**config.mk**
```make
export PLATFORM = sky130hd
export DESIGN_NAME = scwt_params
export DESIGN_NICKNAME = d
export VERILOG_FILES = /design/src/hw/scwt_pkg.sv /design/src/hw/scwt_apb_ctl.sv /design/src/hw/scwt_atr_counter.sv /design/src/hw/scwt_params.sv
export VERILOG_INCLUDE_DIRS = /design/src /design/src/hw
export SDC_FILE = /design/constraint.sdc
export NUM_CORES = 1
export LEC_CHECK = 0
export ABC_AREA = 1
export BUFFER_PORTS_ARGS = -buffer_cell sky130_fd_sc_hd__buf_2
export CAP_MARGIN = 20
export CORE_MARGIN = 2
export CORE_UTILIZATION = 45
export DETAILED_ROUTE_END_ITERATION = 8
export PLACE_DENSITY = 0.7
export SETUP_SLACK_MARGIN = 0.02
export SLEW_MARGIN = 20
export SYNTH_ARGS = -nofsm -noshare
export SYNTH_HDL_FRONTEND = slang
export SYNTH_SLANG_ARGS = --single-unit
```
**constraint.sdc**
```tcl
create_clock -name pclk -period 1.5 [get_ports pclk]
set_input_delay 0.375 -clock pclk [delete_from_list [all_inputs] [get_ports pclk]]
set_output_delay 0.375 -clock pclk [all_outputs]
set_load 0.01 [all_outputs]
```
**src/hw/scwt_consts.svh**
```systemverilog
// offsets, field positions, reset values for the smart-card wait parameters
`ifndef SCWT_CONSTS_SVH
`define SCWT_CONSTS_SVH

// register indexes; byte address is four times the index
`define SCWT_IDX_CTRL       6'h30
`define SCWT_IDX_STATUS     6'h31
`define SCWT_IDX_ATR_HIGH   6'h3A
`define SCWT_IDX_ATR_LOW    6'h3B
`define SCWT_IDX_WAIT_HIGH  6'h3C
`define SCWT_IDX_WAIT_LOW   6'h3D
`define SCWT_IDX_WAIT_GUARD 6'h3E
`define SCWT_IDX_CHAR_WAIT2 6'h3F

// control fields
`define SCWT_CTRL_ENABLE_BIT 0
`define SCWT_CTRL_TYPE_BIT   1

// status fields
`define SCWT_STAT_RUN_BIT    0
`define SCWT_STAT_EXP_BIT    1

// field positions of the wait-and-guard and second wait registers
`define SCWT_CHAR_WAIT_FIRST_PART_MSB 7
`define SCWT_CHAR_WAIT_FIRST_PART_LSB 4
`define SCWT_BGI_MSB  3
`define SCWT_BGI_LSB  0
`define SCWT_CHAR_WAIT_SECOND_PART_MSB 4
`define SCWT_CHAR_WAIT_SECOND_PART_LSB 0

// reset values
`define SCWT_RST_BYTE      8'h00
`define SCWT_RST_WAIT_LOW  8'h38
`define SCWT_RST_COUNT     16'h0000
`define SCWT_ZERO_WORD     32'h0000_0000

`endif

```
**src/hw/scwt_pkg.sv**
```systemverilog
// types shared by the smart-card wait parameter bank
package scwt_pkg;
   typedef logic [7:0]  scwt_byte_type;
   typedef logic [15:0] scwt_word16_type;
   typedef logic [5:0]  scwt_index_type;
   typedef enum logic {
      SCWT_T0,
      SCWT_T1
   } scwt_proto_type;
   typedef enum logic [1:0] {
      SCWT_IDLE,
      SCWT_COUNT,
      SCWT_EXPIRED
   } scwt_atr_state_type;
endpackage : scwt_pkg

```
**src/hw/scwt_apb_ctl.sv**
```systemverilog
// apb handshake: no wait state, ready is up in the first access cycle
`timescale 1ns/1ns
module scwt_apb_ctl (
   input  wire logic pclk,
   input  wire logic presetn,
   input  wire logic psel,
   input  wire logic penable,
   input  wire logic pwrite,
   output logic      pready,
   output logic      wr_strobe,
   output logic      setup_cycle
);
   import scwt_pkg::*;

   // ******************************
   // handshake
   // ******************************
   assign setup_cycle = psel & ~penable;
   assign wr_strobe   = psel & penable & pready & pwrite;

   // ready raised at the setup edge so the access lasts exactly one cycle
   always_ff @(posedge pclk or negedge presetn) begin
      if (!presetn) begin
         pready <= 1'b0;
      end else begin
         pready <= setup_cycle;
      end
   end
endmodule : scwt_apb_ctl

```
**src/hw/scwt_atr_counter.sv**
```systemverilog
// answer-to-reset duration counter
`timescale 1ns/1ns
`include "scwt_consts.svh"
module scwt_atr_counter (
   input  wire logic                      pclk,
   input  wire logic                      presetn,
   input  wire logic                      enable,
   input  wire scwt_pkg::scwt_proto_type  proto,
   input  wire scwt_pkg::scwt_word16_type duration,
   input  wire logic                      clear,
   input  wire logic                      ts_detected,
   input  wire logic                      etu_tick,
   output logic                           running,
   output logic                           expired
);
   import scwt_pkg::*;

   scwt_atr_state_type state_reg;
   scwt_word16_type    count_reg;
   logic               armed;

   // zero duration or t=1 leaves the counter off
   assign armed = enable && (proto == SCWT_T0)
                  && (duration != `SCWT_RST_COUNT);

   // ******************************
   // counter state
   // ******************************
   always_ff @(posedge pclk or negedge presetn) begin
      if (!presetn) begin
         state_reg <= SCWT_IDLE;
         count_reg <= `SCWT_RST_COUNT;
      end else if (clear || !armed) begin
         state_reg <= SCWT_IDLE;
         count_reg <= `SCWT_RST_COUNT;
      end else begin
         case (state_reg)
            SCWT_IDLE: begin
               // start only after the full ts character has been seen
               if (ts_detected) begin
                  state_reg <= SCWT_COUNT;
                  count_reg <= duration;
               end
            end
            SCWT_COUNT: begin
               if (etu_tick) begin
                  if (count_reg == 16'h0001) begin
                     state_reg <= SCWT_EXPIRED;
                  end
                  count_reg <= count_reg - 16'h0001;
               end
            end
            default: begin
               state_reg <= SCWT_EXPIRED;
            end
         endcase
      end
   end

   assign running = (state_reg == SCWT_COUNT);
   assign expired = (state_reg == SCWT_EXPIRED);
endmodule : scwt_atr_counter

```
**src/hw/scwt_params.sv**
```systemverilog
// smart-card wait and guard parameter bank behind apb
`timescale 1ns/1ns
`include "scwt_consts.svh"
module scwt_params (
   input  wire logic                      pclk,
   input  wire logic                      presetn,
   input  wire logic                      psel,
   input  wire logic                      penable,
   input  wire logic                      pwrite,
   input  wire logic [7:0]                paddr,
   input  wire logic [31:0]               pwdata,
   input  wire logic [3:0]                pstrb,
   input  wire logic                      ts_detected,
   input  wire logic                      etu_tick,
   output logic [31:0]                    prdata,
   output logic                           pready,
   output logic                           pslverr,
   output logic                           smartcard_mode_enable,
   output scwt_pkg::scwt_proto_type       protocol_type_select,
   output scwt_pkg::scwt_word16_type      answer_duration_integer,
   output scwt_pkg::scwt_word16_type      char_wait_integer,
   output scwt_pkg::scwt_word16_type      block_wait_integer,
   output logic [3:0]                     char_wait_first_part,
   output logic [4:0]                     char_wait_second_part,
   output logic [3:0]                     block_guard_integer,
   output logic                           answer_duration_running,
   output logic                           answer_duration_expired
);
   import scwt_pkg::*;

   // ******************************
   // storage
   // ******************************
   logic           enable_reg;
   scwt_proto_type type_reg;
   scwt_byte_type  atr_high_reg;
   scwt_byte_type  atr_low_reg;
   // both banks are kept, so a type switch does not lose the other set
   scwt_byte_type  wait_high_t0_reg;
   scwt_byte_type  wait_low_t0_reg;
   scwt_byte_type  bwait_high_t1_reg;
   scwt_byte_type  bwait_low_t1_reg;
   scwt_byte_type  wait_guard_reg;
   logic [4:0]     char_wait2_reg;
   logic           run_reg;
   logic           exp_reg;
   logic [31:0]    prdata_next;
   logic           err_next;

   // ******************************
   // bus decode
   // ******************************
   logic           wr_strobe;
   logic           setup_cycle;
   logic           wr_lane;
   logic           param_wr;
   logic           atr_zero_wr;
   logic           counter_clear;
   logic           counter_running;
   logic           counter_expired;
   scwt_index_type index;
   scwt_byte_type  wbyte;

   scwt_apb_ctl u_apb (
      .pclk        (pclk),
      .presetn     (presetn),
      .psel        (psel),
      .penable     (penable),
      .pwrite      (pwrite),
      .pready      (pready),
      .wr_strobe   (wr_strobe),
      .setup_cycle (setup_cycle)
   );

   function automatic logic hit(input logic [7:0] addr,
                                input scwt_index_type idx);
      hit = (addr[1:0] == 2'b00) && (addr[7:2] == idx);
   endfunction : hit

   function automatic scwt_word16_type join16(input scwt_byte_type hi,
                                              input scwt_byte_type lo);
      join16 = {hi, lo};
   endfunction : join16

   assign index   = paddr[7:2];
   assign wbyte   = pwdata[7:0];
   assign wr_lane = wr_strobe & pstrb[0];
   // parameters change only with the mode off, bar a zero duration byte; writes otherwise are dropped
   assign param_wr = wr_lane & ~enable_reg;
   // a zero into either duration byte is honoured at any time
   assign atr_zero_wr = wr_lane && (wbyte == `SCWT_RST_BYTE)
                        && (hit(paddr, `SCWT_IDX_ATR_HIGH)
                            || hit(paddr, `SCWT_IDX_ATR_LOW));
   // the clear lands on the edge that stores the zero byte, so the counter
   // never counts a further tick on a stale duration
   assign counter_clear = atr_zero_wr;

   // ******************************
   // control register
   // ******************************
   always_ff @(posedge pclk or negedge presetn) begin
      if (!presetn) begin
         enable_reg <= 1'b0;
         type_reg   <= SCWT_T0;
      end else if (wr_lane && hit(paddr, `SCWT_IDX_CTRL)) begin
         // writable while enabled too, else the mode could never be left
         enable_reg <= wbyte[`SCWT_CTRL_ENABLE_BIT];
         type_reg   <= scwt_proto_type'(wbyte[`SCWT_CTRL_TYPE_BIT]);
      end
   end

   // ******************************
   // duration bytes
   // ******************************
   always_ff @(posedge pclk or negedge presetn) begin
      if (!presetn) begin
         atr_high_reg <= `SCWT_RST_BYTE;
         atr_low_reg  <= `SCWT_RST_BYTE;
      end else if (param_wr || atr_zero_wr) begin
         if (hit(paddr, `SCWT_IDX_ATR_HIGH)) begin
            atr_high_reg <= wbyte;
         end else if (hit(paddr, `SCWT_IDX_ATR_LOW)) begin
            atr_low_reg <= wbyte;
         end
      end
   end

   // ******************************
   // wait bytes, banked by protocol type
   // ******************************
   always_ff @(posedge pclk or negedge presetn) begin
      if (!presetn) begin
         wait_high_t0_reg  <= `SCWT_RST_BYTE;
         wait_low_t0_reg   <= `SCWT_RST_WAIT_LOW;
         bwait_high_t1_reg <= `SCWT_RST_BYTE;
         bwait_low_t1_reg  <= `SCWT_RST_WAIT_LOW;
      end else if (param_wr) begin
         if (hit(paddr, `SCWT_IDX_WAIT_HIGH)) begin
            if (type_reg == SCWT_T0) begin
               wait_high_t0_reg <= wbyte;
            end else begin
               bwait_high_t1_reg <= wbyte;
            end
         end else if (hit(paddr, `SCWT_IDX_WAIT_LOW)) begin
            if (type_reg == SCWT_T0) begin
               wait_low_t0_reg <= wbyte;
            end else begin
               bwait_low_t1_reg <= wbyte;
            end
         end
      end
   end

   // ******************************
   // wait-and-guard and second wait
   // ******************************
   always_ff @(posedge pclk or negedge presetn) begin
      if (!presetn) begin
         wait_guard_reg <= `SCWT_RST_BYTE;
         char_wait2_reg <= 5'h00;
      end else if (param_wr) begin
         if (hit(paddr, `SCWT_IDX_WAIT_GUARD)) begin
            wait_guard_reg <= wbyte;
         end else if (hit(paddr, `SCWT_IDX_CHAR_WAIT2)) begin
            // upper three bits are not stored, so they read back zero
            char_wait2_reg <= wbyte[`SCWT_CHAR_WAIT_SECOND_PART_MSB:`SCWT_CHAR_WAIT_SECOND_PART_LSB];
         end
      end
   end

   // ******************************
   // duration counter
   // ******************************
   scwt_atr_counter u_atr (
      .pclk        (pclk),
      .presetn     (presetn),
      .enable      (enable_reg),
      .proto       (type_reg),
      .duration    (join16(atr_high_reg, atr_low_reg)),
      .clear       (counter_clear),
      .ts_detected (ts_detected),
      .etu_tick    (etu_tick),
      .running     (counter_running),
      .expired     (counter_expired)
   );

   always_ff @(posedge pclk or negedge presetn) begin
      if (!presetn) begin
         run_reg <= 1'b0;
         exp_reg <= 1'b0;
      end else begin
         // status lags by a cycle; software polls it, so that is harmless
         run_reg <= counter_running;
         exp_reg <= counter_expired;
      end
   end

   // ******************************
   // read data and error, captured at setup
   // ******************************
   always_comb begin
      prdata_next = `SCWT_ZERO_WORD;
      err_next    = 1'b0;
      if (hit(paddr, `SCWT_IDX_CTRL)) begin
         prdata_next[`SCWT_CTRL_ENABLE_BIT] = enable_reg;
         prdata_next[`SCWT_CTRL_TYPE_BIT]   = type_reg;
      end else if (hit(paddr, `SCWT_IDX_STATUS)) begin
         prdata_next[`SCWT_STAT_RUN_BIT] = run_reg;
         prdata_next[`SCWT_STAT_EXP_BIT] = exp_reg;
      end else if (hit(paddr, `SCWT_IDX_ATR_HIGH)) begin
         prdata_next[7:0] = atr_high_reg;
      end else if (hit(paddr, `SCWT_IDX_ATR_LOW)) begin
         prdata_next[7:0] = atr_low_reg;
      end else if (hit(paddr, `SCWT_IDX_WAIT_HIGH)) begin
         // a read shows the bank the counters use under the present type
         prdata_next[7:0] = (type_reg == SCWT_T0) ? wait_high_t0_reg
                                                  : bwait_high_t1_reg;
      end else if (hit(paddr, `SCWT_IDX_WAIT_LOW)) begin
         prdata_next[7:0] = (type_reg == SCWT_T0) ? wait_low_t0_reg
                                                  : bwait_low_t1_reg;
      end else if (hit(paddr, `SCWT_IDX_WAIT_GUARD)) begin
         prdata_next[7:0] = wait_guard_reg;
      end else if (hit(paddr, `SCWT_IDX_CHAR_WAIT2)) begin
         prdata_next[4:0] = char_wait2_reg;
      end else begin
         err_next = 1'b1;
      end
   end

   always_ff @(posedge pclk or negedge presetn) begin
      if (!presetn) begin
         prdata  <= `SCWT_ZERO_WORD;
         pslverr <= 1'b0;
      end else if (setup_cycle) begin
         // taken at setup so the answer already stands in the access cycle
         prdata  <= pwrite ? `SCWT_ZERO_WORD : prdata_next;
         pslverr <= err_next;
      end else if (pready) begin
         prdata  <= `SCWT_ZERO_WORD;
         pslverr <= 1'b0;
      end
   end

   // ******************************
   // parameter outputs; t=1 values stay zero under t=0 and vice versa
   // ******************************
   always_ff @(posedge pclk or negedge presetn) begin
      if (!presetn) begin
         smartcard_mode_enable   <= 1'b0;
         protocol_type_select    <= SCWT_T0;
         answer_duration_integer <= `SCWT_RST_COUNT;
         char_wait_integer       <= `SCWT_RST_COUNT;
         block_wait_integer      <= `SCWT_RST_COUNT;
         char_wait_first_part    <= 4'h0;
         char_wait_second_part   <= 5'h00;
         block_guard_integer     <= 4'h0;
         answer_duration_running <= 1'b0;
         answer_duration_expired <= 1'b0;
      end else begin
         smartcard_mode_enable   <= enable_reg;
         protocol_type_select    <= type_reg;
         answer_duration_running <= counter_running;
         answer_duration_expired <= counter_expired;
         if (type_reg == SCWT_T0) begin
            answer_duration_integer <= join16(atr_high_reg,
                                              atr_low_reg);
            char_wait_integer <= join16(wait_high_t0_reg,
                                        wait_low_t0_reg);
            block_wait_integer    <= `SCWT_RST_COUNT;
            char_wait_first_part  <= 4'h0;
            char_wait_second_part <= 5'h00;
            block_guard_integer   <= 4'h0;
         end else begin
            answer_duration_integer <= `SCWT_RST_COUNT;
            char_wait_integer       <= `SCWT_RST_COUNT;
            block_wait_integer <= join16(bwait_high_t1_reg,
                                         bwait_low_t1_reg);
            char_wait_first_part <=
               wait_guard_reg[`SCWT_CHAR_WAIT_FIRST_PART_MSB:`SCWT_CHAR_WAIT_FIRST_PART_LSB];
            char_wait_second_part <= char_wait2_reg;
            block_guard_integer <=
               wait_guard_reg[`SCWT_BGI_MSB:`SCWT_BGI_LSB];
         end
      end
   end
endmodule : scwt_params

```
---- After elaboration in Yosys (flattened, before gate mapping) ----
Index checks and enable logic that the tools add are counted.
word-level totals
  bits of input ports ..................... 51
  bits in latches ......................... 0
  bits in registers ....................... 180
  ROM bits ................................ 0
  output and inout bits ................... 99
  memories kept ........................... 0
  logic and storage cells ................. 126
  memory bits (writable) .................. 0
cells by class
  multiply operators ...................... 0
  reduce and logical (&&, ||, !) cells .... 33
  multiplexer cells ....................... 41
  $add $sub $neg .......................... 1
  shift operators ......................... 0
  magnitude comparators ................... 0
  div/mod/pow operators ................... 0
  eq/ne operators ......................... 14
  bitwise logic cells ..................... 12
operator list
  operator                 number
  $mux W16                 6
  $mux W32                 2
  $mux W8                  7
  $eq A6 B6 Y1 const B     8
  $pmux W16 S2             1
  $reduce_and A3 Y1        6
  $eq A16 B1 Y1 const B    1
  $reduce_bool A16 Y1      1
  $sub A16 B1 Y16 const B  1
  $mux W5                  3
  $logic_and A1 B1 Y1      13
  $mux W2                  6
  $mux W6                  2
  $mux W1                  10
  $logic_not A8 Y1         1
  $mux W4                  2
  $reduce_and A4 Y1        2
  $and A1 B1 Y1            6
  $ne A3 B2 Y1 const B     2
  $not A1 Y1               6
  $logic_not A2 Y1         2
  $pmux W2 S2              1
  $reduce_and A2 Y1        2
  $logic_or A1 B1 Y1       3
  7 further kinds          7

---- Depth between registers and ports, before layout ----
Gate-level depths: netlist of the first run.
  depth in word-level cells ............... 12
  gate-level depth with buffers ........... 12

---- Cells and area by module ----
From an unflattened synthesis of the first run, not the netlist that was laid out.
second synthesis, totals
  cell total of the unflattened synthesis .. 833
  area, all modules ....................... 7053.0 sq um
modules (own cells, without submodules)
  module            cells each  area each (sq um)  instances
  scwt_params       607         5626.6             1
  scwt_atr_counter  220         1382.6             1
  scwt_apb_ctl      6           43.8               1

---- Worst setup path after synthesis of the first run ----
Ideal clock, no wire load.
  kind .................................... input to register
  start ................................... input port paddr[0]
  end ..................................... register u_atr.count_reg[12]
  stages .................................. 11
  setup slack ............................. -0.066 ns
  setup time .............................. 0.116 ns
  data arrival time ....................... 1.450 ns
  data required time ...................... 1.384 ns
  cell sequence ........................... inv_1 nand2_2 nor2_8 nand3_4 nand2_4 nand2_4 nand3_1 nand2_2 buf_6 nand2_2 nand2_1
on the way
  longest elaborated chain between the ends .. 7
  elaborated cells on any way between the ends .. 11
RTL lines
  item                                                                 RTL line                RTL
  start, declared                                                      scwt_params.sv:10       input wire logic [7:0] paddr,
  $logic_not A2 Y1 *                                                   scwt_params.sv:77       hit = (addr[1:0] == 2'b00) && (addr[7:2] == idx);
  $logic_and A1 B1 Y1                                                  scwt_params.sv:77
  $logic_or A1 B1 Y1 *                                                 scwt_params.sv:92       && (hit(paddr, `SCWT_IDX_ATR_HIGH)
  $logic_and A1 B1 Y1 *                                                scwt_params.sv:91       assign atr_zero_wr = wr_lane && (wbyte == `SCWT_RST_BYTE)
  $logic_or A1 B1 Y1 *                                                 scwt_atr_counter.sv:33  end else if (clear || !armed) begin
  $ne A3 B2 Y1 (no source line) or $reduce_bool A3 Y1 (tied branches)  n/a
  $reduce_and A3 Y1 (no source line)                                   n/a
  end signal, assigned                                                 scwt_atr_counter.sv:32  count_reg <= `SCWT_RST_COUNT;
  end signal, assigned                                                 scwt_atr_counter.sv:35  count_reg <= `SCWT_RST_COUNT;
  end signal, assigned                                                 scwt_atr_counter.sv:42  count_reg <= duration;
  end, declared                                                        scwt_atr_counter.sv:19  scwt_word16_type count_reg;
Mark *: on every way between the ends. The rest lies on a longest branch, timed or not.
A chain may end at the register's enable or synchronous reset.

---- Final worst setup path of the first run ----
  start ................................... register type_reg
  end ..................................... register u_atr.count_reg[8]
on the way
  longest elaborated chain between the ends .. 7
  elaborated cells on any way between the ends .. 10
RTL lines
  item                                                                 RTL line                RTL
  start, declared                                                      scwt_params.sv:35       scwt_proto_type type_reg;
  start signal, assigned                                               scwt_params.sv:108      type_reg <= scwt_proto_type'(wbyte[`SCWT_CTRL_TYPE_BIT]);
  $not A1 Y1 (no source line) *                                        n/a
  $logic_and A1 B1 Y1 * (2 in a row)                                   scwt_atr_counter.sv:23  assign armed = enable && (proto == SCWT_T0)
  $logic_not A1 Y1 *                                                   scwt_atr_counter.sv:33
  $logic_or A1 B1 Y1 *                                                 scwt_atr_counter.sv:33
  $ne A3 B2 Y1 (no source line) or $reduce_bool A3 Y1 (tied branches)  n/a
  $reduce_and A3 Y1 (no source line)                                   n/a
Marks and branches as above.

==> impl_metrics.prom, run 1 <==
# TYPE chip_impl_metric gauge
chip_impl_info{name="run_status",value="complete, but fails checks"} 1
chip_impl_info{name="violations",value="negative setup slack"} 1
chip_impl_info{name="clock-root-buffer",value="sky130_fd_sc_hd__clkbuf_16"} 1
chip_impl_metric{name="initialDrtViolationCount",unit=""} 543
chip_impl_metric{name="number_of_antenna_violations_at_the_first_check_in_global_routing",unit=""} 0
chip_impl_metric{name="route.detailed.drc",unit=""} 0
chip_impl_metric{name="cts-htree-levels",unit=""} 4
chip_impl_info{name="grt_setup_unrepaired",value="yes"} 1
chip_impl_metric{name="path_max_fanout",unit=""} 7
chip_impl_info{name="hp-class",value="input pin to flip-flop"} 1
chip_impl_metric{name="worstPathBufferInverterCount",unit=""} 3
chip_impl_metric{name="postSynth.asyncResetShare",unit="%"} 100
chip_impl_metric{name="postSynthCellCount",unit=""} 844
chip_impl_metric{name="min_period",unit="ns"} 1.51
chip_impl_metric{name="yosysUniqueCellTypes",unit=""} 41
chip_impl_metric{name="irDropWorstVdd",unit="mV"} 0.862
chip_impl_metric{name="io_count",unit=""} 150
chip_impl_info{name="highest_layer",value="met4"} 1
chip_impl_metric{name="post-route-period-util",unit="%"} 101
chip_impl_info{name="start_kind",value="flip-flop"} 1
chip_impl_metric{name="insertedDiodeCount",unit=""} 0
chip_impl_metric{name="sequentialPowerShare",unit="%"} 47.6
chip_impl_info{name="yosysMostFrequentCell",value="sky130_fd_sc_hd__nand2_1"} 1
chip_impl_metric{name="grt_pass1_vias",unit=""} 5747
chip_impl_metric{name="finalHoldViolCount",unit=""} 0
chip_impl_metric{name="maximum_cell_stage_delay_along_the_critical_path",unit="ns"} 0.48
chip_impl_info{name="critical_path_class",value="flip-flop to flip-flop"} 1
chip_impl_metric{name="antenna_left",unit=""} 0
chip_impl_metric{name="track_usage",unit="%"} 23.5
chip_impl_metric{name="clkLatencyLatePin",unit="ns"} 0.44
chip_impl_metric{name="max-slew-margin-rel",unit="%"} 55.7
chip_impl_metric{name="floorplan.rows",unit=""} 46
chip_impl_metric{name="clkSinkCount",unit=""} 156
chip_impl_metric{name="totalWireLength",unit="um"} 20100
chip_impl_metric{name="final_net_count",unit=""} 1113
chip_impl_metric{name="layout-drive-gt1-share",unit="%"} 35.7
chip_impl_metric{name="routedLengthMet1",unit="um"} 8830
chip_impl_metric{name="power.net_switching",unit="mW"} 2.30
chip_impl_metric{name="fmax",unit="MHz"} 663
chip_impl_info{name="cts_tree",value="built"} 1
chip_impl_metric{name="globalRouteOverflowTotal",unit=""} 0
chip_impl_metric{name="via_count",unit=""} 6340
chip_impl_metric{name="fp.coreArea",unit="um2"} 15700
chip_impl_info{name="cpMaxStageDelayCell",value="sky130_fd_sc_hd__dfrtp_2"} 1
chip_impl_info{name="cell_family_with_the_largest_share_of_critical_path_delay",value="flip-flops"} 1
chip_impl_metric{name="finish.utilization",unit="%"} 62.3
chip_impl_metric{name="max-cap-violations",unit=""} 0
chip_impl_metric{name="power.static_leakage",unit="nW"} 5.45
chip_impl_metric{name="setup_viol",unit=""} 5
chip_impl_info{name="yosys-top-cells-count",value="sky130_fd_sc_hd__nand2_1, sky130_fd_sc_hd__dfrtp_1, sky130_fd_sc_hd__inv_1, sky130_fd_sc_hd__nor2_1, sky130_fd_sc_hd__o21ai_0"} 1
chip_impl_metric{name="worstMarginPinSlew",unit="ns"} 0.662
chip_impl_metric{name="synth_edf_count",unit=""} 0
chip_impl_metric{name="place_congestion",unit=""} 0.903
chip_impl_metric{name="yosysSeqAreaShare",unit="%"} 54.6
chip_impl_metric{name="p_sw_share",unit="%"} 25.9
chip_impl_metric{name="routed_wire_length_per_instance",unit="um"} 15.6
chip_impl_metric{name="buffer_ports.inserted",unit=""} 98
chip_impl_metric{name="wl_met2",unit="um"} 9150
chip_impl_info{name="crit_path_cell_trace",value="inv_2 > nand2_2 > a21oi_4 > buf_6 > o311ai_4 > buf_6 > nand2_1 > nand2_1"} 1
chip_impl_metric{name="first_pass_grt_wire_length",unit="um"} 29800
chip_impl_metric{name="worstPathArrival",unit="ns"} 1.83
chip_impl_metric{name="timing.clock.skew",unit="ns"} 0.0148
chip_impl_info{name="synthTopCellsByArea",value="sky130_fd_sc_hd__dfrtp_1, sky130_fd_sc_hd__nand2_1, sky130_fd_sc_hd__inv_1"} 1
chip_impl_metric{name="grt_max_degree",unit=""} 48
chip_impl_metric{name="clock_path_buffers",unit=""} 2
chip_impl_metric{name="synth_largest_type_area_fraction",unit="%"} 52.4
chip_impl_metric{name="numCtsBuffers",unit=""} 17
chip_impl_info{name="synth_top_cell_by_area",value="sky130_fd_sc_hd__dfrtp_1"} 1
chip_impl_metric{name="fp.dieH",unit="um"} 130
chip_impl_metric{name="die_width",unit="um"} 130
chip_impl_metric{name="avgSynthCellArea",unit="um2"} 8.49
chip_impl_metric{name="share_clk_of_total_power",unit="%"} 48.0
chip_impl_metric{name="p_per_area",unit="nW/um2"} 906
chip_impl_metric{name="power_frac_comb",unit="%"} 4.4
chip_impl_metric{name="die_area",unit="um2"} 17000
chip_impl_metric{name="syn_to_final_growth",unit="%"} 36.6
chip_impl_metric{name="worst_ep_required_time",unit="ns"} 1.82
chip_impl_metric{name="floorplan.initialDensity",unit="%"} 45.6
chip_impl_metric{name="total_power",unit="mW"} 8.87
chip_impl_metric{name="synth.yosys.warnings",unit=""} 0
chip_impl_metric{name="firstDrtPassIters",unit=""} 6
chip_impl_metric{name="vias_per_cell",unit=""} 4.92
chip_impl_metric{name="estimated_wirelength_of_the_detail_placed_design",unit="um"} 13200
chip_impl_metric{name="worst_setup_hold_path_clk_slew",unit="ns"} 0.07
chip_impl_metric{name="p_int",unit="mW"} 6.57
chip_impl_metric{name="fin_ws",unit="ns"} -0.00846
chip_impl_info{name="synth-main-ff-cell",value="sky130_fd_sc_hd__dfrtp_1"} 1
chip_impl_metric{name="wl_met3",unit="um"} 1500
chip_impl_info{name="timing.critical_path.to_type",value="flip-flop"} 1
chip_impl_metric{name="cell_area_after_synthesis",unit="um2"} 7170
chip_impl_metric{name="number_of_flip_flops_and_latches_in_the_synthesized_netlist",unit=""} 156
chip_impl_metric{name="timing.final.max_slew_violations",unit=""} 0
==> worst reg2reg max path, delay by kind of cell (launching register included) <==
family / cells / cell delay (ns)
flip-flops: 1 / 0.48
buffers and inverters: 3 / 0.41
AO/OA/AOI/OAI: 2 / 0.30
AND/OR/NAND/NOR: 3 / 0.19
==> layout make-up <==
class | instances | area [um2]
timing repair buffer | 216 | 1540
fill | 1289 | 5920
inverter | 105 | 433
tap | 216 | 270
clock inverter | 15 | 171
clock buffer | 17 | 425
sequential | 156 | 3910
multi-input combinational | 564 | 3040
==> power by group through the flow <==
stage | clock, mW | combinational (mW) | sequential, mW
4_1_cts | 4.32 | 0.386 | 4.22
5_1_grt | 4.49 | 0.433 | 4.22
6_report | 4.25 | 0.393 | 4.22
3_3_place_gp | 0 | 0.376 | 4.30
2_1_floorplan | 0 | 0.173 | 4.31
3_5_place_dp | 0 | 0.380 | 4.30
==> timing repair <==
item                                   in CTS  in global routing
setup buffers                               2                 11
endpoints found under the hold margin      23                  0
cloned                                      0                  4
setup endpoints to repair                  23                 85
pin swaps                                   2                 48
gates resized for setup                    15                115
hold buffers                                1                  0
==> stage by stage <==
step	std cells	setup WS [ns]	area (um2)	setup TNS, ns	hold slack (ns)
2_1_floorplan	867	-0.0429	7300	-0.384	0.0794
3_3_place_gp	1239	-0.364	8600	-19.83	0.280
3_5_place_dp	1239	-0.393	8600	-22.33	0.278
4_1_cts	1274	-0.0149	9260	-0.0268	0.129
5_1_grt	1289	-0.0952	9790	-1.14	0.146
6_report	1289	-0.00846	9790	-0.0296	0.144
==> placed cells by master (no fill, tap or decap), types with 2 or more instances in the layout <==
cell and instances:
sky130_fd_sc_hd__xor2_1 2, sky130_fd_sc_hd__a21oi_2 3, sky130_fd_sc_hd__o22ai_1 2, sky130_fd_sc_hd__a21oi_1 14, sky130_fd_sc_hd__buf_12 6, sky130_fd_sc_hd__nand2_1 201, sky130_fd_sc_hd__inv_1 82, sky130_fd_sc_hd__nand2_8 5
sky130_fd_sc_hd__buf_4 99, sky130_fd_sc_hd__nand4_1 11, sky130_fd_sc_hd__nor3_1 4, sky130_fd_sc_hd__nand3_1 25, sky130_fd_sc_hd__buf_2 96, sky130_fd_sc_hd__conb_1 24, sky130_fd_sc_hd__nor2_4 9, sky130_fd_sc_hd__nand3b_1 5
sky130_fd_sc_hd__clkbuf_16 19, sky130_fd_sc_hd__clkinvlp_4 3, sky130_fd_sc_hd__clkinv_8 5, sky130_fd_sc_hd__nor2_2 16, sky130_fd_sc_hd__dfstp_2 6, sky130_fd_sc_hd__buf_6 12, sky130_fd_sc_hd__dfrtp_2 2, sky130_fd_sc_hd__dfrtp_1 148
sky130_fd_sc_hd__nand3_2 5, sky130_fd_sc_hd__nor2_1 76, sky130_fd_sc_hd__inv_6 4, sky130_fd_sc_hd__o21ai_2 4, sky130_fd_sc_hd__nand2_4 10, sky130_fd_sc_hd__inv_8 4, sky130_fd_sc_hd__o21ai_1 42, sky130_fd_sc_hd__inv_2 15
sky130_fd_sc_hd__nand3_4 6, sky130_fd_sc_hd__nand2_2 35, sky130_fd_sc_hd__nor3_2 2, sky130_fd_sc_hd__a211oi_1 3, sky130_fd_sc_hd__inv_4 3, sky130_fd_sc_hd__o21ai_0 45
==> path summary, 6_finish.rpt <==
kind	cells past startpoint	slack, ns	end	from
min in group asynchronous	2	0.38	block_wait_integer[0]$_DFF_PN0_	presetn
min reg2reg	2	0.48	wait_low_t0_reg[5]$_DFFE_PN1P_	wait_low_t0_reg[5]$_DFFE_PN1P_
max in group asynchronous	3	0.51	wait_high_t0_reg[4]$_DFFE_PN0P_	presetn
max	8	-0.008	u_atr.count_reg[8]$_DFFE_PN0P_	type_reg$_DFFE_PN0P_
max reg2reg	8	-0.008	u_atr.count_reg[8]$_DFFE_PN0P_	type_reg$_DFFE_PN0P_
min	2	0.14	u_apb.pready$_DFF_PN0_	penable
==> cell families after synthesis <==
family / synth area share, %
simple gates: 25.7
compound gates: 9.22
xor+xnor: 0.367
fa+ha+maj: 0.349
flops: 54.6
buf+inv: 9.70
other cells: 0.0523
==> metal layers <==
layer  global-route usage [%]  vias up
li1                         -     3044
met1                     33.6     2983
met3                     4.47       39
met2                     35.4      274
met5                        0        -
met4                     9.36        0
Note: power is estimated with default switching activity, not from simulation.
==> run 2: changes to the inputs <==
--- a/config.mk
+++ b/config.mk
@@ -17,4 +17,5 @@
 export SLEW_MARGIN = 20
 export SYNTH_ARGS = -nofsm -noshare
 export SYNTH_HDL_FRONTEND = slang
+export SYNTH_HIERARCHICAL = 1
 export SYNTH_SLANG_ARGS = --single-unit
==> run 2 against run 1 <==
Against the previous run:
- critical path type unchanged
- synthesized cell count down 1.3%
- critical path depth rose by 3
- sequential share of layout area is 2.3 points lower
- the flow still finishes with violations (negative setup slack)
- non-clock buffer count grew 31
==> impl_metrics.prom, run 2 <==
# TYPE chip_impl_metric gauge
chip_impl_metric{name="die_area",unit="um2"} 16700
chip_impl_metric{name="synth_largest_type_area_fraction",unit="%"} 53.2
chip_impl_metric{name="estimated_wirelength_of_the_detail_placed_design",unit="um"} 13500
chip_impl_metric{name="grt_max_degree",unit=""} 63
chip_impl_info{name="run_status",value="complete, but fails checks"} 1
chip_impl_metric{name="postSynthCellCount",unit=""} 833
chip_impl_metric{name="final_net_count",unit=""} 1137
chip_impl_metric{name="clkSinkCount",unit=""} 156
chip_impl_info{name="start_kind",value="flip-flop"} 1
chip_impl_info{name="synthTopCellsByArea",value="sky130_fd_sc_hd__dfrtp_1, sky130_fd_sc_hd__nand2_1, sky130_fd_sc_hd__inv_1"} 1
chip_impl_metric{name="firstDrtPassIters",unit=""} 6
chip_impl_info{name="cpMaxStageDelayCell",value="sky130_fd_sc_hd__dfrtp_1"} 1
chip_impl_info{name="violations",value="negative setup slack"} 1
chip_impl_metric{name="synth.yosys.warnings",unit=""} 6
chip_impl_metric{name="place_congestion",unit=""} 0.928
chip_impl_metric{name="irDropWorstVdd",unit="mV"} 0.846
chip_impl_info{name="crit_path_cell_trace",value="nand2_1 > nor2_1 > nand2_1 > buf_4 > nor2_4 > clkinv_4 > nor2_4 > buf_6 > nand2_8 > nand2_1 > o21ai_1"} 1
chip_impl_info{name="yosys-top-cells-count",value="sky130_fd_sc_hd__nand2_1, sky130_fd_sc_hd__dfrtp_1, sky130_fd_sc_hd__inv_1, sky130_fd_sc_hd__nor2_1, sky130_fd_sc_hd__o21ai_0"} 1
chip_impl_metric{name="worstPathBufferInverterCount",unit=""} 3
chip_impl_metric{name="globalRouteOverflowTotal",unit=""} 0
chip_impl_metric{name="worstMarginPinSlew",unit="ns"} 0.552
chip_impl_metric{name="max-cap-violations",unit=""} 0
chip_impl_metric{name="clock_path_buffers",unit=""} 2
chip_impl_metric{name="finalHoldViolCount",unit=""} 0
chip_impl_metric{name="finish.utilization",unit="%"} 68.1
chip_impl_metric{name="totalWireLength",unit="um"} 22300
chip_impl_metric{name="post-route-period-util",unit="%"} 122
chip_impl_info{name="mostFrequentLayoutCells",value="sky130_fd_sc_hd__nand2_1, sky130_fd_sc_hd__dfrtp_1, sky130_fd_sc_hd__buf_4, sky130_fd_sc_hd__buf_2, sky130_fd_sc_hd__inv_1"} 1
chip_impl_metric{name="clkLatencyLatePin",unit="ns"} 0.44
chip_impl_metric{name="worst_ep_required_time",unit="ns"} 1.85
chip_impl_metric{name="regToRegSetupSlack",unit="ns"} -0.33
chip_impl_metric{name="place_inst",unit=""} 1236
chip_impl_info{name="layout.cells.most_common",value="sky130_fd_sc_hd__nand2_1"} 1
chip_impl_metric{name="max-slew-margin-rel",unit="%"} 63.1
chip_impl_metric{name="path_max_fanout",unit=""} 8
chip_impl_metric{name="numCtsBuffers",unit=""} 17
chip_impl_metric{name="floorplan.rows",unit=""} 45
chip_impl_info{name="grt_setup_unrepaired",value="yes"} 1
chip_impl_metric{name="first_pass_grt_wire_length",unit="um"} 32900
chip_impl_metric{name="vias_per_cell",unit=""} 5.08
chip_impl_metric{name="buffer_ports.inserted",unit=""} 98
chip_impl_metric{name="routed_wire_length_per_instance",unit="um"} 17.0
chip_impl_metric{name="min_period",unit="ns"} 1.83
chip_impl_metric{name="number_of_antenna_violations_at_the_first_check_in_global_routing",unit=""} 0
chip_impl_info{name="yosysMostFrequentCell",value="sky130_fd_sc_hd__nand2_1"} 1
chip_impl_metric{name="track_usage",unit="%"} 26.0
chip_impl_metric{name="timing.clock.skew",unit="ns"} 0.00792
chip_impl_metric{name="syn_to_final_growth",unit="%"} 47.3
chip_impl_metric{name="insertedDiodeCount",unit=""} 0
chip_impl_metric{name="power.static_leakage",unit="nW"} 5.82
chip_impl_metric{name="fp.dieH",unit="um"} 129
chip_impl_metric{name="floorplan.initialDensity",unit="%"} 46.2
chip_impl_metric{name="cts-htree-levels",unit=""} 4
chip_impl_metric{name="cell_area_after_synthesis",unit="um2"} 7050
chip_impl_metric{name="fp.coreArea",unit="um2"} 15300
chip_impl_metric{name="worstPathArrival",unit="ns"} 2.18
chip_impl_metric{name="grt_pass1_vias",unit=""} 6239
chip_impl_metric{name="fin_ws",unit="ns"} -0.335
chip_impl_info{name="clock-root-buffer",value="sky130_fd_sc_hd__clkbuf_16"} 1
chip_impl_metric{name="setup_viol",unit=""} 82
chip_impl_metric{name="number_of_flip_flops_and_latches_in_the_synthesized_netlist",unit=""} 156
chip_impl_metric{name="io_count",unit=""} 150
chip_impl_metric{name="route.detailed.drc",unit=""} 0
chip_impl_metric{name="antenna_left",unit=""} 0
chip_impl_info{name="cell_family_with_the_largest_share_of_critical_path_delay",value="simple AND/OR/NAND/NOR gates"} 1
chip_impl_info{name="synth-main-ff-cell",value="sky130_fd_sc_hd__dfrtp_1"} 1
chip_impl_metric{name="timing.final.max_slew_violations",unit=""} 0
chip_impl_metric{name="postSynth.asyncResetShare",unit="%"} 100
chip_impl_metric{name="layout-drive-gt1-share",unit="%"} 42.9
chip_impl_metric{name="avgSynthCellArea",unit="um2"} 8.47
chip_impl_metric{name="maximum_cell_stage_delay_along_the_critical_path",unit="ns"} 0.35
chip_impl_metric{name="worst_setup_hold_path_clk_slew",unit="ns"} 0.07
chip_impl_metric{name="die_width",unit="um"} 129
chip_impl_metric{name="yosysUniqueCellTypes",unit=""} 38
chip_impl_metric{name="synth_edf_count",unit=""} 0
chip_impl_info{name="crit_top_cell",value="sky130_fd_sc_hd__nand2_1"} 1
chip_impl_metric{name="fmax",unit="MHz"} 545
chip_impl_metric{name="via_count",unit=""} 6648
chip_impl_metric{name="finish.cell_count_without_fillers",unit=""} 1308
chip_impl_info{name="hp-class",value="input pin to flip-flop"} 1
chip_impl_info{name="synth_top_cell_by_area",value="sky130_fd_sc_hd__dfrtp_1"} 1
chip_impl_metric{name="yosysSeqAreaShare",unit="%"} 55.5
chip_impl_info{name="critical_path_class",value="flip-flop to flip-flop"} 1
chip_impl_metric{name="p_per_area",unit="nW/um2"} 865
chip_impl_info{name="cts_tree",value="built"} 1
chip_impl_metric{name="initialDrtViolationCount",unit=""} 581
chip_impl_info{name="timing.critical_path.to_type",value="flip-flop"} 1
[run 2: changes by cell type in the layout (fill, tap and decap cells not counted), moves of 8 or more]
| cell | before | now |
|---|---|---|
| sky130_fd_sc_hd__nand2_1 | 201 | 166 |
| sky130_fd_sc_hd__o21ai_0 | 45 | 32 |
| sky130_fd_sc_hd__nand2_4 | 10 | 30 |
| sky130_fd_sc_hd__nand3_1 | 25 | 16 |
| sky130_fd_sc_hd__buf_4 | 99 | 114 |
| sky130_fd_sc_hd__buf_6 | 12 | 24 |
| sky130_fd_sc_hd__inv_1 | 82 | 90 |
| sky130_fd_sc_hd__o21ai_2 | 4 | 31 |
| sky130_fd_sc_hd__nand2_2 | 35 | 47 |
| sky130_fd_sc_hd__o21ai_1 | 42 | 28 |
[run 2: kinds of logic (layout without fill, tap and decap cells)]
family / after synthesis / after routing / share of synthesized area (%)
adder cells (fa/ha/maj): 2 / 2 / 0.355
flip-flops: 156 / 156 / 55.5
buffers and inverters: 155 / 391 / 10.1
other: 1 / 24 / 0.0532
AND/OR/NAND/NOR: 396 / 401 / 23.9
AO/OA/AOI/OAI: 123 / 123 / 10.2
[run 2: stage by stage]
stage / total power [mW] / hold WS (ns) / setup TNS (ns) / instance area [um2] / setup slack [ns]
floorplan: 4.47 / 0.0794 / -4.15 / 7220 / -0.286
global placement: 4.66 / 0.255 / -27.38 / 8600 / -0.485
detailed placement: 4.67 / 0.260 / -30.10 / 8600 / -0.572
CTS: 8.97 / 0.243 / -5.21 / 9910 / -0.213
global route: 9.22 / 0.248 / -21.91 / 10400 / -0.423
finish: 8.99 / 0.254 / -14.61 / 10400 / -0.335
[run 2: worst reg2reg max path, cell delays in order, from the launching register on]
cell	delay [ns]
sky130_fd_sc_hd__dfrtp_1	0.35
sky130_fd_sc_hd__nand2_1	0.05
sky130_fd_sc_hd__nor2_1	0.08
sky130_fd_sc_hd__nand2_1	0.11
sky130_fd_sc_hd__buf_4	0.16
sky130_fd_sc_hd__nor2_4	0.16
sky130_fd_sc_hd__clkinv_4	0.13
sky130_fd_sc_hd__nor2_4	0.26
sky130_fd_sc_hd__buf_6	0.18
sky130_fd_sc_hd__nand2_8	0.08
sky130_fd_sc_hd__nand2_1	0.11
sky130_fd_sc_hd__o21ai_1	0.09
[run 2: layout make-up]
class,count,area (um2)
Clock buffer,17,425
Tap cell,211,264
Sequential cell,156,3920
Clock inverter,15,170
Multi-Input combinational cell,550,3300
Fill cell,1109,4870
Inverter,112,467
Timing Repair Buffer,247,1850
[run 2: path summary, 6_finish.rpt]
path / to / start / depth (start not counted)
min in group asynchronous: bwait_low_t1_reg[2]$_DFFE_PN0P_ / presetn / 2
max in group asynchronous: answer_duration_integer[11]$_DFF_PN0_ / presetn / 3
worst max register to register: wait_low_t0_reg[4]$_DFFE_PN1P_ / u_apb/pready$_DFF_PN0_ / 11
worst min-delay path: u_apb/pready$_DFF_PN0_ / penable / 3
worst min register to register: answer_duration_expired$_DFF_PN0_ / u_atr/state_reg[0]$_DFFE_PN0P_ / 1
worst max-delay path: wait_low_t0_reg[4]$_DFFE_PN1P_ / u_apb/pready$_DFF_PN0_ / 11
[run 2: repair_timing]
item	4_1_cts	5_1_grt
pin swaps	48	56
gates cloned	6	2
buffers inserted	27	10
endpoints found under the hold margin	18	0
resized for setup	133	142
hold buffers	1	0
endpoints found under the setup margin	55	88
[run 2: power breakdown]
group | switching [mW] | leakage [nW] | internal (mW)
clock network | 1.98 | 0.291 | 2.37
logic | 0.289 | 3.37 | 0.119
registers | 0.00613 | 2.15 | 4.22
total | 2.28 | 5.82 | 6.71
[run 2: layer usage]
layer | GRT usage (%) | vias up | share of wire (%)
li1 | - | 3077 | -
met1 | 36.4 | 3178 | 43
met2 | 40.3 | 319 | 47
met3 | 5.49 | 74 | 7.2
met4 | 9.46 | 0 | 3.4
met5 | 0 | - | 0
==> run 3: changes to the inputs <==
--- a/config.mk
+++ b/config.mk
@@ -14,6 +14,7 @@
 export DETAILED_ROUTE_END_ITERATION = 8
 export PLACE_DENSITY = 0.7
 export SETUP_SLACK_MARGIN = 0.02
+export SKIP_LAST_GASP = 1
 export SLEW_MARGIN = 20
 export SYNTH_ARGS = -nofsm -noshare
 export SYNTH_HDL_FRONTEND = slang
==> run 3 against run 2 <==
Against the previous run:
- die area unchanged
- global-route usage decreased by 0.14 points
- core utilization increased by 0.81 points
- via count increased by 1.9%
- register-to-register slack improved by 0.02 ns
- the run still ends with negative setup slack left
- clock skew decreased by 0.00054 ns
- first-iteration DRC count decreased by 1.9%
- clock power about the same
- critical path depth decreased by 1
- total power about the same
- fmax increased by 1.4%
- sequential cell count unchanged
==> impl_metrics.prom, run 3 (same netlist as run 2, synthesis figures left out) <==
# TYPE chip_impl_metric gauge
chip_impl_info{name="run_status",value="complete, but fails checks"} 1
chip_impl_info{name="violations",value="negative setup slack"} 1
chip_impl_metric{name="clkSinkCount",unit=""} 156
chip_impl_metric{name="clock_path_buffers",unit=""} 2
chip_impl_metric{name="io_count",unit=""} 150
chip_impl_metric{name="initialDrtViolationCount",unit=""} 570
chip_impl_metric{name="max-cap-violations",unit=""} 0
chip_impl_info{name="hp-class",value="input pin to flip-flop"} 1
chip_impl_metric{name="worstPathArrival",unit="ns"} 2.17
chip_impl_info{name="clock-root-buffer",value="sky130_fd_sc_hd__clkbuf_16"} 1
chip_impl_metric{name="worst_setup_hold_path_clk_slew",unit="ns"} 0.07
chip_impl_metric{name="clkLatencyLatePin",unit="ns"} 0.43
chip_impl_metric{name="fmax",unit="MHz"} 553
chip_impl_metric{name="irDropWorstVdd",unit="mV"} 0.838
chip_impl_metric{name="number_of_antenna_violations_at_the_first_check_in_global_routing",unit=""} 0
chip_impl_metric{name="register_area",unit="um2"} 3920
chip_impl_metric{name="regToRegSetupSlack",unit="ns"} -0.31
chip_impl_metric{name="timing.clock.skew",unit="ns"} 0.00738
chip_impl_info{name="cts_tree",value="built"} 1
chip_impl_metric{name="min_period",unit="ns"} 1.81
chip_impl_metric{name="worst_ep_required_time",unit="ns"} 1.86
chip_impl_metric{name="routed_wire_length_per_instance",unit="um"} 17.8
chip_impl_metric{name="p_per_area",unit="nW/um2"} 854
chip_impl_info{name="grt_setup_unrepaired",value="yes"} 1
chip_impl_metric{name="fp.coreArea",unit="um2"} 15300
chip_impl_metric{name="die_width",unit="um"} 129
chip_impl_metric{name="total_power",unit="mW"} 8.98
chip_impl_metric{name="totalWireLength",unit="um"} 23300
chip_impl_metric{name="numCtsBuffers",unit=""} 17
chip_impl_metric{name="syn_to_final_growth",unit="%"} 49.1
chip_impl_info{name="cpMaxStageDelayCell",value="sky130_fd_sc_hd__dfrtp_1"} 1
chip_impl_metric{name="final_net_count",unit=""} 1139
chip_impl_metric{name="globalRouteOverflowTotal",unit=""} 0
chip_impl_info{name="r2r-start",value="u_apb/pready$_DFF_PN0_"} 1
chip_impl_info{name="cell_family_with_the_largest_share_of_critical_path_delay",value="simple AND/OR/NAND/NOR gates"} 1
chip_impl_metric{name="post-route-period-util",unit="%"} 121
chip_impl_metric{name="firstDrtPassIters",unit=""} 6
chip_impl_info{name="critical_path_class",value="flip-flop to flip-flop"} 1
chip_impl_metric{name="number_of_fill_cells",unit=""} 1080
chip_impl_metric{name="cts-htree-levels",unit=""} 4
chip_impl_metric{name="floorplan.initialDensity",unit="%"} 46.2
chip_impl_metric{name="fin_ws",unit="ns"} -0.310
chip_impl_metric{name="insertedDiodeCount",unit=""} 0
chip_impl_metric{name="area_occupied_by_multi_input_gates",unit="um2"} 3410
chip_impl_metric{name="first_pass_grt_wire_length",unit="um"} 32600
chip_impl_info{name="start_kind",value="flip-flop"} 1
chip_impl_metric{name="die_area",unit="um2"} 16700
chip_impl_metric{name="vias_per_cell",unit=""} 5.17
chip_impl_metric{name="layout-drive-gt1-share",unit="%"} 44.3
chip_impl_metric{name="track_usage",unit="%"} 25.9
chip_impl_metric{name="route.detailed.drc",unit=""} 0
chip_impl_info{name="crit_path_cell_trace",value="nand2_1 > nor2_1 > nand2_2 > buf_6 > nor2_4 > clkinv_4 > nor2_4 > buf_6 > nand2_8 > o21ai_2"} 1
chip_impl_metric{name="fp.dieH",unit="um"} 129
chip_impl_metric{name="antenna_left",unit=""} 0
chip_impl_metric{name="power.static_leakage",unit="nW"} 5.79
chip_impl_metric{name="critical_path_depth",unit=""} 10
chip_impl_info{name="mostFrequentLayoutCells",value="sky130_fd_sc_hd__nand2_1, sky130_fd_sc_hd__dfrtp_1, sky130_fd_sc_hd__buf_4, sky130_fd_sc_hd__buf_2, sky130_fd_sc_hd__inv_1"} 1
chip_impl_metric{name="finalHoldViolCount",unit=""} 0
chip_impl_metric{name="grt_pass1_vias",unit=""} 6201
chip_impl_metric{name="estimated_wirelength_of_the_detail_placed_design",unit="um"} 13500
chip_impl_metric{name="fin_setup_tns",unit="ns"} -17.42
chip_impl_metric{name="grt_max_degree",unit=""} 63
chip_impl_metric{name="via_count",unit=""} 6776
chip_impl_info{name="layout.cells.most_common",value="sky130_fd_sc_hd__nand2_1"} 1
chip_impl_metric{name="maximum_cell_stage_delay_along_the_critical_path",unit="ns"} 0.35
chip_impl_metric{name="floorplan.rows",unit=""} 45
chip_impl_metric{name="buffer_ports.inserted",unit=""} 98
chip_impl_metric{name="setup_viol",unit=""} 87
chip_impl_info{name="timing.critical_path.to_type",value="flip-flop"} 1
chip_impl_metric{name="worstMarginPinSlew",unit="ns"} 0.582
chip_impl_info{name="crit-reg2reg-capture",value="wait_low_t0_reg[2]$_DFFE_PN0P_"} 1
chip_impl_metric{name="worstPathBufferInverterCount",unit=""} 3
chip_impl_metric{name="worstRegToRegCells",unit=""} 10
chip_impl_metric{name="place_congestion",unit=""} 0.928
chip_impl_metric{name="max-slew-margin-rel",unit="%"} 61.1
chip_impl_info{name="crit_path_start",value="u_apb/pready$_DFF_PN0_"} 1
chip_impl_metric{name="timing.final.max_slew_violations",unit=""} 0
chip_impl_info{name="crit_end",value="wait_low_t0_reg[2]$_DFFE_PN0P_"} 1
chip_impl_metric{name="path_max_fanout",unit=""} 8
-- run 3: cell types whose count changed in the layout (fill, tap and decap cells not counted), sizes merged --
cell	before	now
clkinvlp	2	1
buf	246	248
inv	118	119
-- run 3: timing repair --
action	CTS	global route
gates resized for setup	112	203
hold buffers	1	0
endpoints found under the setup margin	55	88
buffers inserted	27	13
cloned	6	2
endpoints found under the hold margin	18	0
pin swaps	47	81
-- run 3: routing by layer --
layer,share of wire (%),routed length [um],GRT usage (%),vias to the layer above
li1,-,-,-,3084
met1,40,9400,35.9,3230
met2,48,11100,40.1,382
met3,8.1,1880,5.53,80
met4,4.1,953,9.91,0
met5,0,0,0,-
-- run 3: worst register-to-register path, stage by stage (launching register included) --
cell                       delay [ns]
sky130_fd_sc_hd__dfrtp_1         0.35
sky130_fd_sc_hd__nand2_1         0.05
sky130_fd_sc_hd__nor2_1          0.11
sky130_fd_sc_hd__nand2_2         0.10
sky130_fd_sc_hd__buf_6           0.13
sky130_fd_sc_hd__nor2_4          0.16
sky130_fd_sc_hd__clkinv_4        0.14
sky130_fd_sc_hd__nor2_4          0.25
sky130_fd_sc_hd__buf_6           0.17
sky130_fd_sc_hd__nand2_8         0.10
sky130_fd_sc_hd__o21ai_2         0.17
-- run 3: per-stage QoR --
| stage | setup WS [ns] | util, % | instances | hold slack (ns) | area, um2 |
|---|---|---|---|---|---|
| floorplan | -0.286 | - | 856 | 0.0794 | 7220 |
| global placement | -0.485 | 56.4 | 1236 | 0.255 | 8600 |
| detailed placement | -0.572 | 56.4 | 1236 | 0.260 | 8600 |
| CTS | -0.213 | 64.7 | 1301 | 0.243 | 9870 |
| global route | -0.378 | 68.9 | 1310 | 0.251 | 10500 |
| finish | -0.310 | 68.9 | 1310 | 0.254 | 10500 |
-- run 3: area by class of cell --
type,count,area share [%]
Tap cell,211,2.51
Clock buffer,17,4.05
Multi-Input combinational cell,550,32.4
Sequential cell,156,37.2
Clock inverter,15,1.62
Inverter,112,4.31
Timing Repair Buffer,249,17.9
-- run 3: how the worst min path moves through the flow --
stage             from                                 to  slack (ns)  depth (start not counted)
2_1_floorplan  presetn  answer_duration_expired$_DFF_PN0_        0.08                          0
3_5_place_dp   presetn     wait_low_t0_reg[7]$_DFFE_PN0P_        0.26                          1
3_3_place_gp   presetn    bwait_low_t1_reg[6]$_DFFE_PN0P_        0.26                          1
4_1_cts        penable             u_apb/pready$_DFF_PN0_        0.24                          3
6_report       penable             u_apb/pready$_DFF_PN0_        0.25                          3
5_1_grt        penable             u_apb/pready$_DFF_PN0_        0.25                          3
-- run 3: power by group --
group	internal [mW]	total [mW]	switching, mW
sequential	4.22	4.22	0.00619
combinational	0.118	0.408	0.290
clock	2.37	4.35	1.97
total	6.71	8.98	2.27
